## config.mk

```make
export PLATFORM = sky130hd
export DESIGN_NAME = ios_status_regs
export DESIGN_NICKNAME = d
export VERILOG_FILES = /design/src/shared/ios_pkg.sv /design/src/shared/ios_trip_if.sv /design/src/rtl/ios_sync.sv /design/src/rtl/ios_trip_latch.sv /design/src/rtl/ios_status_regs.sv
export VERILOG_INCLUDE_DIRS = /design/src /design/src/shared
export SDC_FILE = /design/constraint.sdc
export NUM_CORES = 1
export LEC_CHECK = 0
export BUFFER_PORTS_ARGS = -buffer_cell sky130_fd_sc_hd__buf_2
export CAP_MARGIN = 25
export CORE_UTILIZATION = 36
export DETAILED_ROUTE_END_ITERATION = 7
export GPL_TIMING_DRIVEN = 1
export RECOVER_POWER = 25
export SYNTH_ARGS = -nofsm -noshare
export SYNTH_HDL_FRONTEND = slang
export SYNTH_SLANG_ARGS = --single-unit
```

## constraint.sdc

```tcl
create_clock -name clk -period 12.7 [get_ports clk]
set_input_delay 0 -clock clk [delete_from_list [all_inputs] [get_ports clk]]
set_output_delay 0 -clock clk [all_outputs]
set_load 0.005 [all_outputs]
```

## src/shared/ios_params.svh

```systemverilog
`ifndef IOS_PARAMS_SVH
`define IOS_PARAMS_SVH

// Clock and hold window of the reset button
`define IOS_CLK_HZ        40000000
`define IOS_HOLD_MIN_S    3
`define IOS_HOLD_MAX_S    15
`define IOS_HOLD_CNT_W    32

// Protocol addresses (register number minus one)
`define IOS_ADDR_Q1       16'h7d01
`define IOS_ADDR_S1       16'h7d02
`define IOS_ADDR_Q2       16'h7d03
`define IOS_ADDR_S2       16'h7d04

// Function and exception codes
`define IOS_FN_RD_HOLD    8'h03
`define IOS_FN_RD_INPUT   8'h04
`define IOS_EXC_FUNC      8'h01
`define IOS_EXC_ADDR      8'h02
`define IOS_EXC_VALUE     8'h03
`define IOS_MAX_QTY       8'h7d

// Status word layout
`define IOS_DI_W          6
`define IOS_DO_W          3
`define IOS_AUX_W         2
`define IOS_FIRST_W       11
`define IOS_SECOND_W      9
`define IOS_RSV1_W        4
`define IOS_RSV2_W        6
`define IOS_UNAVAIL_BIT   15
`define IOS_TRIP_W        15

// Strap capture delay after reset release
`define IOS_STRAP_CNT     3'h5

`endif

```

## src/shared/ios_pkg.sv

```systemverilog
package ios_pkg;

	typedef logic [15:0] ios_word_t;

	typedef enum logic [1:0] {
		IOS_VAR_BASIC    = 2'b00,
		IOS_VAR_EXTENDED = 2'b01,
		IOS_VAR_CONTROL  = 2'b10
	} ios_variant_t;

	typedef enum logic [0:0] {
		IOS_KEY_IDLE      = 1'b0,
		IOS_KEY_VALIDATED = 1'b1
	} ios_key_state_t;

	typedef enum logic [1:0] {
		IOS_RSP_IDLE   = 2'b00,
		IOS_RSP_STREAM = 2'b01,
		IOS_RSP_EXC    = 2'b10
	} ios_rsp_state_t;

endpackage

```

## src/shared/ios_trip_if.sv

```systemverilog
`timescale 1ns/1ps
`include "ios_params.svh"

interface ios_trip_if;
	import ios_pkg::*;

	logic [`IOS_TRIP_W-1:0] trip_ev;
	logic                   key;
	logic                   closed;
	logic                   button;
	ios_variant_t           variant;
	logic [`IOS_TRIP_W-1:0] cause;

	modport ctrl (output trip_ev, output key, output closed, output button,
		output variant, input cause);
	modport latch (input trip_ev, input key, input closed, input button,
		input variant, output cause);
endinterface

```

## src/rtl/ios_sync.sv

```systemverilog
`timescale 1ns/1ps

module ios_sync #(
	parameter int W = 1
) (
	input  wire logic         clk,
	input  wire logic         sys_rst,
	input  wire logic [W-1:0] din,
	output logic      [W-1:0] dout
);

	logic [W-1:0] s1_q;
	logic [W-1:0] s2_q;
	logic [W-1:0] s3_q;
	logic [W-1:0] out_q;

	always_ff @(posedge clk or posedge sys_rst) begin
		if (sys_rst) begin
			s1_q <= '0;
			s2_q <= '0;
			s3_q <= '0;
		end else begin
			s1_q <= din;
			s2_q <= s1_q;
			s3_q <= s2_q;
		end
	end

	// Accept a bit once stages two and three agree
	always_ff @(posedge clk or posedge sys_rst) begin
		if (sys_rst) begin
			out_q <= '0;
		end else begin
			out_q <= (s2_q & s3_q) | (out_q & (s2_q | s3_q));
		end
	end

	assign dout = out_q;

endmodule

```

## src/rtl/ios_trip_latch.sv

```systemverilog
`timescale 1ns/1ps
`include "ios_params.svh"

module ios_trip_latch
	import ios_pkg::*;
#(
	parameter logic [`IOS_HOLD_CNT_W-1:0] HOLD_MIN = '1,
	parameter logic [`IOS_HOLD_CNT_W-1:0] HOLD_MAX = '1
) (
	input  wire logic clk,
	input  wire logic sys_rst,
	ios_trip_if.latch tif
);

	logic                       key_prev_q;
	logic                       closed_prev_q;
	logic                       button_prev_q;
	ios_key_state_t             key_st_q;
	logic [`IOS_HOLD_CNT_W-1:0] hold_q;
	logic [`IOS_TRIP_W-1:0]     cause_q;
	logic                       key_rise;
	logic                       closed_rise;
	logic                       button_fall;
	logic                       any_cause;
	logic                       clr;

	assign key_rise    = tif.key & ~key_prev_q;
	assign closed_rise = tif.closed & ~closed_prev_q;
	assign button_fall = ~tif.button & button_prev_q;
	assign any_cause   = |cause_q;

	always_ff @(posedge clk or posedge sys_rst) begin
		if (sys_rst) begin
			key_prev_q    <= 1'b0;
			closed_prev_q <= 1'b0;
			button_prev_q <= 1'b0;
		end else begin
			key_prev_q    <= tif.key;
			closed_prev_q <= tif.closed;
			button_prev_q <= tif.button;
		end
	end

	// Two presses: validate, then confirm
	always_ff @(posedge clk or posedge sys_rst) begin
		if (sys_rst) begin
			key_st_q <= IOS_KEY_IDLE;
		end else if (tif.variant != IOS_VAR_BASIC) begin
			key_st_q <= IOS_KEY_IDLE;
		end else if (key_rise) begin
			case (key_st_q)
				IOS_KEY_IDLE:      key_st_q <= any_cause ? IOS_KEY_VALIDATED : IOS_KEY_IDLE;
				IOS_KEY_VALIDATED: key_st_q <= IOS_KEY_IDLE;
				default:           key_st_q <= IOS_KEY_IDLE;
			endcase
		end
	end

	// Press duration, saturating above the window
	always_ff @(posedge clk or posedge sys_rst) begin
		if (sys_rst) begin
			hold_q <= '0;
		end else if (!tif.button) begin
			hold_q <= '0;
		end else if (hold_q <= HOLD_MAX) begin
			hold_q <= hold_q + 1'b1;
		end
	end

	always_comb begin
		case (tif.variant)
			IOS_VAR_BASIC:    clr = key_rise && key_st_q == IOS_KEY_VALIDATED;
			IOS_VAR_EXTENDED: clr = closed_rise;
			IOS_VAR_CONTROL:  clr = button_fall && hold_q >= HOLD_MIN && hold_q <= HOLD_MAX;
			default:          clr = 1'b0;
		endcase
	end

	// New trip wins over a clear in the same cycle
	always_ff @(posedge clk or posedge sys_rst) begin
		if (sys_rst) begin
			cause_q <= '0;
		end else begin
			cause_q <= (cause_q & ~{`IOS_TRIP_W{clr}}) | tif.trip_ev;
		end
	end

	assign tif.cause = cause_q;

endmodule

```

## src/rtl/ios_status_regs.sv

```systemverilog
`timescale 1ns/1ps
`include "ios_params.svh"

module ios_status_regs
	import ios_pkg::*;
#(
	parameter logic [`IOS_HOLD_CNT_W-1:0] HOLD_MIN =
		`IOS_HOLD_CNT_W'(`IOS_HOLD_MIN_S * `IOS_CLK_HZ),
	parameter logic [`IOS_HOLD_CNT_W-1:0] HOLD_MAX =
		`IOS_HOLD_CNT_W'(`IOS_HOLD_MAX_S * `IOS_CLK_HZ)
) (
	input  wire logic                          clk,
	input  wire logic                          sys_rst,
	input  wire logic [`IOS_DI_W-1:0]          first_io_module_in,
	input  wire logic [`IOS_DO_W-1:0]          first_io_module_out,
	input  wire logic [`IOS_AUX_W-1:0]         auxiliary_contact_module_out,
	input  wire logic [`IOS_FIRST_W-1:0]       first_io_module_bit_ok,
	input  wire logic                          first_io_module_unavail,
	input  wire logic [`IOS_DI_W-1:0]          second_io_module_in,
	input  wire logic [`IOS_DO_W-1:0]          second_io_module_out,
	input  wire logic [`IOS_SECOND_W-1:0]      second_io_module_bit_ok,
	input  wire logic                          second_io_module_unavail,
	input  wire logic [`IOS_TRIP_W-1:0]        trip_event,
	input  wire logic                          confirm_key,
	input  wire logic                          breaker_closed,
	input  wire logic                          reset_button,
	input  wire logic [1:0]                    trip_unit_variant,
	input  wire logic                          req_valid,
	input  wire logic [7:0]                    req_func,
	input  wire logic [15:0]                   req_addr,
	input  wire logic [7:0]                    req_qty,
	output logic                               req_ready,
	output logic                               rsp_valid,
	output logic [15:0]                        rsp_data,
	output logic                               rsp_last,
	output logic                               rsp_exc,
	output logic [7:0]                         rsp_exc_code,
	output logic [`IOS_TRIP_W-1:0]             trip_cause
);

	localparam int FW = `IOS_FIRST_W + 1;
	localparam int SW = `IOS_SECOND_W + 1;
	localparam int TW = `IOS_TRIP_W + 3 + 2;

	ios_trip_if tif ();

	logic [FW-1:0]          first_s;
	logic [SW-1:0]          second_s;
	logic [TW-1:0]          trip_s;
	logic [2:0]             strap_cnt_q;
	ios_variant_t           variant_q;
	ios_word_t              q1;
	ios_word_t              s1;
	ios_word_t              q2;
	ios_word_t              s2;
	ios_word_t              rd_word;
	ios_rsp_state_t         st_q;
	logic [15:0]            ptr_q;
	logic [7:0]             left_q;
	logic                   req_ready_q;
	logic                   rsp_valid_q;
	logic [15:0]            rsp_data_q;
	logic                   rsp_last_q;
	logic                   rsp_exc_q;
	logic [7:0]             rsp_exc_code_q;
	logic [`IOS_TRIP_W-1:0] trip_cause_q;
	logic [16:0]            end_addr;
	logic                   func_ok;
	logic                   qty_ok;
	logic                   addr_ok;

	ios_sync #(
		.W (FW)
	) u_sync_first (
		.clk     (clk),
		.sys_rst (sys_rst),
		.din     ({first_io_module_unavail, auxiliary_contact_module_out,
			first_io_module_out, first_io_module_in}),
		.dout    (first_s)
	);

	ios_sync #(
		.W (SW)
	) u_sync_second (
		.clk     (clk),
		.sys_rst (sys_rst),
		.din     ({second_io_module_unavail, second_io_module_out, second_io_module_in}),
		.dout    (second_s)
	);

	ios_sync #(
		.W (TW)
	) u_sync_trip (
		.clk     (clk),
		.sys_rst (sys_rst),
		.din     ({trip_unit_variant, reset_button, breaker_closed, confirm_key, trip_event}),
		.dout    (trip_s)
	);

	// Bit-valid strobes are quality data; held through their own synchroniser, of the same depth as the word's
	logic [`IOS_FIRST_W-1:0]  ok1_s;
	logic [`IOS_SECOND_W-1:0] ok2_s;

	ios_sync #(
		.W (`IOS_FIRST_W + `IOS_SECOND_W)
	) u_sync_ok (
		.clk     (clk),
		.sys_rst (sys_rst),
		.din     ({second_io_module_bit_ok, first_io_module_bit_ok}),
		.dout    ({ok2_s, ok1_s})
	);

	// Variant strap caught once the synchroniser has settled
	always_ff @(posedge clk or posedge sys_rst) begin
		if (sys_rst) begin
			strap_cnt_q <= '0;
			variant_q   <= IOS_VAR_BASIC;
		end else if (strap_cnt_q != `IOS_STRAP_CNT) begin
			strap_cnt_q <= strap_cnt_q + 1'b1;
			if (strap_cnt_q + 1'b1 == `IOS_STRAP_CNT) begin
				variant_q <= ios_variant_t'(trip_s[TW-1 -: 2]);
			end
		end
	end

	assign tif.trip_ev = trip_s[`IOS_TRIP_W-1:0];
	assign tif.key     = trip_s[`IOS_TRIP_W];
	assign tif.closed  = trip_s[`IOS_TRIP_W + 1];
	assign tif.button  = trip_s[`IOS_TRIP_W + 2];
	assign tif.variant = variant_q;

	ios_trip_latch #(
		.HOLD_MIN (HOLD_MIN),
		.HOLD_MAX (HOLD_MAX)
	) u_trip (
		.clk     (clk),
		.sys_rst (sys_rst),
		.tif     (tif.latch)
	);

	// Register contents; unavailable words carry only the flag
	always_comb begin
		if (first_s[FW-1]) begin
			s1 = 16'h8000;
			q1 = 16'h8000;
		end else begin
			s1 = {1'b0, {`IOS_RSV1_W{1'b0}}, first_s[`IOS_FIRST_W-1:0]};
			q1 = {1'b1, {`IOS_RSV1_W{1'b0}}, ok1_s};
		end
		if (second_s[SW-1]) begin
			s2 = 16'h8000;
			q2 = 16'h8000;
		end else begin
			s2 = {1'b0, {`IOS_RSV2_W{1'b0}}, second_s[`IOS_SECOND_W-1:0]};
			q2 = {1'b1, {`IOS_RSV2_W{1'b0}}, ok2_s};
		end
	end

	always_comb begin
		case (ptr_q)
			`IOS_ADDR_Q1: rd_word = q1;
			`IOS_ADDR_S1: rd_word = s1;
			`IOS_ADDR_Q2: rd_word = q2;
			`IOS_ADDR_S2: rd_word = s2;
			default:      rd_word = 16'h0000;
		endcase
	end

	assign end_addr = {1'b0, req_addr} + {9'h000, req_qty} - 17'h00001;
	assign func_ok  = req_func == `IOS_FN_RD_HOLD || req_func == `IOS_FN_RD_INPUT;
	assign qty_ok   = req_qty != 8'h00 && req_qty <= `IOS_MAX_QTY;
	assign addr_ok  = req_addr >= `IOS_ADDR_Q1 && end_addr <= {1'b0, `IOS_ADDR_S2};

	// Request sequencing: one answer stream per accepted request
	always_ff @(posedge clk or posedge sys_rst) begin
		if (sys_rst) begin
			st_q           <= IOS_RSP_IDLE;
			ptr_q          <= '0;
			left_q         <= '0;
			req_ready_q    <= 1'b0;
			rsp_exc_code_q <= '0;
		end else begin
			case (st_q)
				IOS_RSP_IDLE: begin
					req_ready_q <= 1'b1;
					if (req_valid && req_ready_q) begin
						req_ready_q <= 1'b0;
						ptr_q       <= req_addr;
						left_q      <= req_qty;
						if (!func_ok) begin
							st_q           <= IOS_RSP_EXC;
							rsp_exc_code_q <= `IOS_EXC_FUNC;
						end else if (!qty_ok) begin
							st_q           <= IOS_RSP_EXC;
							rsp_exc_code_q <= `IOS_EXC_VALUE;
						end else if (!addr_ok) begin
							st_q           <= IOS_RSP_EXC;
							rsp_exc_code_q <= `IOS_EXC_ADDR;
						end else begin
							st_q           <= IOS_RSP_STREAM;
							rsp_exc_code_q <= 8'h00;
						end
					end
				end
				IOS_RSP_STREAM: begin
					ptr_q  <= ptr_q + 16'h0001;
					left_q <= left_q - 8'h01;
					if (left_q == 8'h01) begin
						st_q        <= IOS_RSP_IDLE;
						req_ready_q <= 1'b1;
					end
				end
				IOS_RSP_EXC: begin
					st_q        <= IOS_RSP_IDLE;
					req_ready_q <= 1'b1;
				end
				default: begin
					st_q <= IOS_RSP_IDLE;
				end
			endcase
		end
	end

	// Answer outputs
	always_ff @(posedge clk or posedge sys_rst) begin
		if (sys_rst) begin
			rsp_valid_q <= 1'b0;
			rsp_data_q  <= '0;
			rsp_last_q  <= 1'b0;
			rsp_exc_q   <= 1'b0;
		end else begin
			rsp_valid_q <= st_q == IOS_RSP_STREAM || st_q == IOS_RSP_EXC;
			rsp_data_q  <= st_q == IOS_RSP_STREAM ? rd_word : 16'h0000;
			rsp_last_q  <= (st_q == IOS_RSP_STREAM && left_q == 8'h01) || st_q == IOS_RSP_EXC;
			rsp_exc_q   <= st_q == IOS_RSP_EXC;
		end
	end

	always_ff @(posedge clk or posedge sys_rst) begin
		if (sys_rst) begin
			trip_cause_q <= '0;
		end else begin
			trip_cause_q <= tif.cause;
		end
	end

	assign req_ready    = req_ready_q;
	assign rsp_valid    = rsp_valid_q;
	assign rsp_data     = rsp_data_q;
	assign rsp_last     = rsp_last_q;
	assign rsp_exc      = rsp_exc_q;
	assign rsp_exc_code = rsp_exc_code_q;
	assign trip_cause   = trip_cause_q;

endmodule

```

==> summary by stage <==
Power
In this run, flip-flops and latches consume 48.5% of the power. For this design the ratio of total power to cell area is 165 nW/um^2. VDD sags by at most 0.0932 mV. The switching power as a share of total power is 25.2%.

The static leakage power is 7.47 nW. The share of total power in the clock network is about 40%. The share of total power dissipated in combinational logic is ~11%. Cell internal power was estimated by the tool at approximately 2.1 mW. Power comes to 2.79 mW. The analysis attributes to net switching a power of ~0.70 mW.

STA
The number of slew-limit violations in the final report is 0. Setup repair after global routing left no endpoint under its margin. The maximum clock frequency is 338 MHz. Headroom to the max-slew limit came out at 34.9%.

Across all hold checks on the routed design, the worst slack comes to -0.00435 ns. The post-route setup TNS is 0 ns. Setup violations remaining at the end of the flow were counted as 0. After layout, the minimum clock period comes to 2.96 ns.

The number of failing hold endpoints at the final stage is 1. The final clock period utilization by the worst path is 23.3%. At the pin with the least slew margin, the transition time is 0.977 ns.

The clock arrives with 0.0159 ns of skew.

GRT
The largest net degree at the start of global routing is 185. The first global-routing pass estimated 43.8 mm of wire. The total overflow left after global routing is 0.

Global routing used 14.2% of the available tracks across all layers. The number of global-route vias before repair came to 8,573. The initial antenna violation count was 1.

Clock network
After clock tree synthesis, the clock-pin slew on the worst setup and hold paths is roughly 0.06 ns. Counting the buffers created by CTS gives 40. After clock tree synthesis, the setup repair step added 0 buffers. The CTS H-tree depth is 2. Clock latency on the worst-skew pair, taken at its later pin, is 0.53 ns. The clock sink total is 363. TritonCTS built the clock tree.

No sink is reached through more buffers than the 3 on the longest clock path. The root buffer cell is sky130_fd_sc_hd__clkbuf_16.

Job
The max-cap check violation count is 0.

Placement
The detailed placement HPWL is 17.3 mm. During placement, the flow inserted port buffers numbering 129. The routability congestion estimate is 0.827.

In this run, placement finished with an instance count of approximately 1,600.

Drt
The final layout contains routed wiring with a total length of between 20 and 30 mm. The DRC violation count after routing is 0. The via density per instance is between 4 and 5.

Dividing the detail-routed wire length by the instance count gives roughly 15 microns. The pre-antenna-repair detailed-routing pass consisted of 7 iterations. The total number of vias is 8,428. The starting DRC count in detailed routing is around 450. The antenna violation net count after detailed routing is 0.

Floorplan
The initialized floorplan defines 70 standard-cell rows. The overall die area is 38,400 sq um. The die is just under 200 microns tall.

The die width is just under 200 microns. 140 I/O pins were placed. The starting utilization of the core area is a little under two fifths. The placeable core area is 36,800 sq um.

Finish
Excluding fillers, the count of instances in the completed layout stands at 1,765. The most common cell after layout, fill and taps aside is sky130_fd_sc_hd__dfrtp_1. The net count of the finished layout is between 1,000 and 1,500.

The library cells used most frequently in the layout, excluding fill and tap cells, are sky130_fd_sc_hd__dfrtp_1 (363), sky130_fd_sc_hd__buf_2 (126), sky130_fd_sc_hd__dlygate4sd3_1 (90). Counting the fill cells in the layout gives 3,319. Compared with the post-synthesis result, the final layout area differs by 24.9%. Of the cells placed in the final design, the portion with a size suffix greater than 1 is 15.7%.

Worst setup path
In this run the worst path has a maximum fanout of 13. The critical path ends at rsp_data[0]. At the worst endpoint, the required time is 13.12 ns. Counting cells, the worst reg-to-reg path comes to 7. The startpoint of the worst register-to-register path is ptr_q[3]. The type of element launching the critical path is a flop.

The startpoint of the worst setup timing path is ptr_q[3]. The setup slack of the most critical reg-to-reg path is 9.74 ns. The worst setup path is captured at a flop. The data arrival time of the worst path is 3.38 ns. The start-to-end type of the worst setup path is reg -> reg. The capture point of the worst reg-to-reg path is rsp_data[0].

Synth
The most used flip-flop cell after synthesis is sky130_fd_sc_hd__dfrtp_1. The count of yosys warnings during synthesis is 0. The synthesized netlist occupies a cell area of 13,500 sq um. The count of different cell masters after synthesis is 71. The average instance in the mapped netlist occupies 13.2 sq um.

The number of register bits inferred by synthesis is 363. The number of instances in the synthesized netlist is 1,029. The share of the yosys chip area belonging to registers is 67.1%. In this run, synthesis inferred 0 flip-flops with an integrated enable. In the synthesized netlist the async set-or-reset flop fraction comes to 100%.

Run status
The run finished, with violations left. The final reports fail on negative hold slack.

Min path
The tightest min-delay check is of the in -> reg type. The startpoint of the worst hold path is req_func[7].
==> power groups by stage <==
stage	sequential [mW]	clock, mW	combinational (mW)
after global routing	1.37	1.21	0.358
after global placement	1.37	0	0.290
after CTS	1.35	1.16	0.317
after detailed placement	1.37	0	0.294
final	1.35	1.12	0.314
after floorplan	1.35	0	0.209
==> worst max-delay path, cell delays in order, from the launching register on <==
cell                      delay [ns]
sky130_fd_sc_hd__dfrtp_1        0.44
sky130_fd_sc_hd__nor4_1         0.29
sky130_fd_sc_hd__nand4_1        0.21
sky130_fd_sc_hd__nor4_1         0.42
sky130_fd_sc_hd__and2_1         0.62
sky130_fd_sc_hd__o41ai_1        0.20
sky130_fd_sc_hd__or2_2          0.44
sky130_fd_sc_hd__o22ai_1        0.24
==> how the worst min path moves through the flow <==
stage	endpoint	slack (ns)	depth (start not counted)
2_1_floorplan	u_sync_first.s1_q[0]	0.03	0
3_3_place_gp	u_sync_ok.s1_q[5]	0.11	1
3_5_place_dp	u_sync_ok.s1_q[17]	0.11	1
4_1_cts	rsp_exc_code[1]	0.004	5
5_1_grt	rsp_exc_code[1]	0.04	5
6_report	rsp_exc_code[1]	-0.004	5
==> sequential cells by signal, indices dropped and copies added, names as in the netlist, 3 cells and up <==
register	cells
u_trip.hold_q	32
u_sync_ok.dout	20
u_sync_ok.s1_q	20
u_sync_ok.s2_q	20
u_sync_ok.s3_q	20
u_sync_trip.dout	20
u_sync_trip.s1_q	20
u_sync_trip.s2_q	20
u_sync_trip.s3_q	20
ptr_q	16
trip_cause	15
u_trip.tif.cause	15
rsp_data	12
u_sync_first.dout	12
u_sync_first.s1_q	12
u_sync_first.s2_q	12
u_sync_first.s3_q	12
u_sync_second.dout	10
u_sync_second.s1_q	10
u_sync_second.s2_q	10
u_sync_second.s3_q	10
left_q	8
strap_cnt_q	3
==> timing repair <==
| item | CTS | global route |
|---|---|---|
| hold buffers | 90 | 0 |
| hold endpoints to repair | 188 | 0 |
| resized for setup | 0 | 0 |
==> stage by stage <==
step                      worst slack, ns  utilization (%)  instance area (sq um)
after CTS                            9.73             45.9                  16900
after global routing                 9.44             45.9                  16900
after detailed placement             9.74             39.9                  14700
after floorplan                      2.62                -                  13600
after global placement               9.81             39.9                  14700
final                                9.74             45.9                  16900
==> per-layer routing <==
metal / up-vias / track usage (%) / routed length, microns
li1: 4075 / - / -
met1: 4143 / 20.4 / 13000
met4: 0 / 4.31 / 522
met5: - / 0 / 0
met3: 41 / 2.85 / 1120
met2: 169 / 21.6 / 12000
==> cells by family after synthesis <==
| group | share of synthesized area (%) |
|---|---|
| adders and majority gates | 8.43 |
| and+or+nand+nor | 8.92 |
| AOI/OAI and AO/OA | 9.67 |
| other | 0.0277 |
| DFF | 67.1 |
| xor gates and xnor gates | 2.07 |
| muxes | 0.684 |
| buffers and inverters | 3.08 |
==> layout make-up <==
class	count	area, sq um	area share [%]
sequential	363	9080	53.8
multi-input combinational	578	4080	24.1
timing repair buffer	225	1620	9.59
clock buffer	55	1120	6.61
tap	468	586	3.47
inverter	62	240	1.42
clock inverter	13	171	1.01
antenna	1	2.50	0.0148
==> synthesized netlist by cell type, types with 3 or more instances <==
library cell,n,share of area [%]
sky130_fd_sc_hd__xor2_1,4,0.26
sky130_fd_sc_hd__a31oi_1,10,0.46
sky130_fd_sc_hd__nor2b_1,7,0.32
sky130_fd_sc_hd__ha_1,40,3.7
sky130_fd_sc_hd__o211ai_1,7,0.39
sky130_fd_sc_hd__xnor2_1,28,1.8
sky130_fd_sc_hd__nand4_1,11,0.51
sky130_fd_sc_hd__mux2i_1,7,0.52
sky130_fd_sc_hd__inv_1,61,1.7
sky130_fd_sc_hd__o22ai_1,24,1.1
sky130_fd_sc_hd__a21o_1,19,1.1
sky130_fd_sc_hd__maj3_1,62,4.6
sky130_fd_sc_hd__a22oi_1,21,1.2
sky130_fd_sc_hd__clkbuf_1,19,0.53
sky130_fd_sc_hd__nand3_1,31,1.1
sky130_fd_sc_hd__nand2b_1,4,0.18
sky130_fd_sc_hd__dfrtp_1,363,67
sky130_fd_sc_hd__buf_1,3,0.083
sky130_fd_sc_hd__nor3b_1,3,0.17
sky130_fd_sc_hd__buf_4,12,0.67
sky130_fd_sc_hd__a21oi_1,42,1.6
sky130_fd_sc_hd__and2_1,36,1.7
sky130_fd_sc_hd__o31a_1,5,0.32
sky130_fd_sc_hd__o21ai_0,29,1.1
sky130_fd_sc_hd__o21a_1,3,0.17
sky130_fd_sc_hd__nand2_1,51,1.4
sky130_fd_sc_hd__nor3_1,7,0.26
sky130_fd_sc_hd__nor2_1,35,0.97
sky130_fd_sc_hd__a22o_1,4,0.26
sky130_fd_sc_hd__nor4_1,12,0.55
sky130_fd_sc_hd__and4_1,3,0.19
sky130_fd_sc_hd__and3_1,16,0.74
No activity file was read; power rests on OpenSTA's default activity.
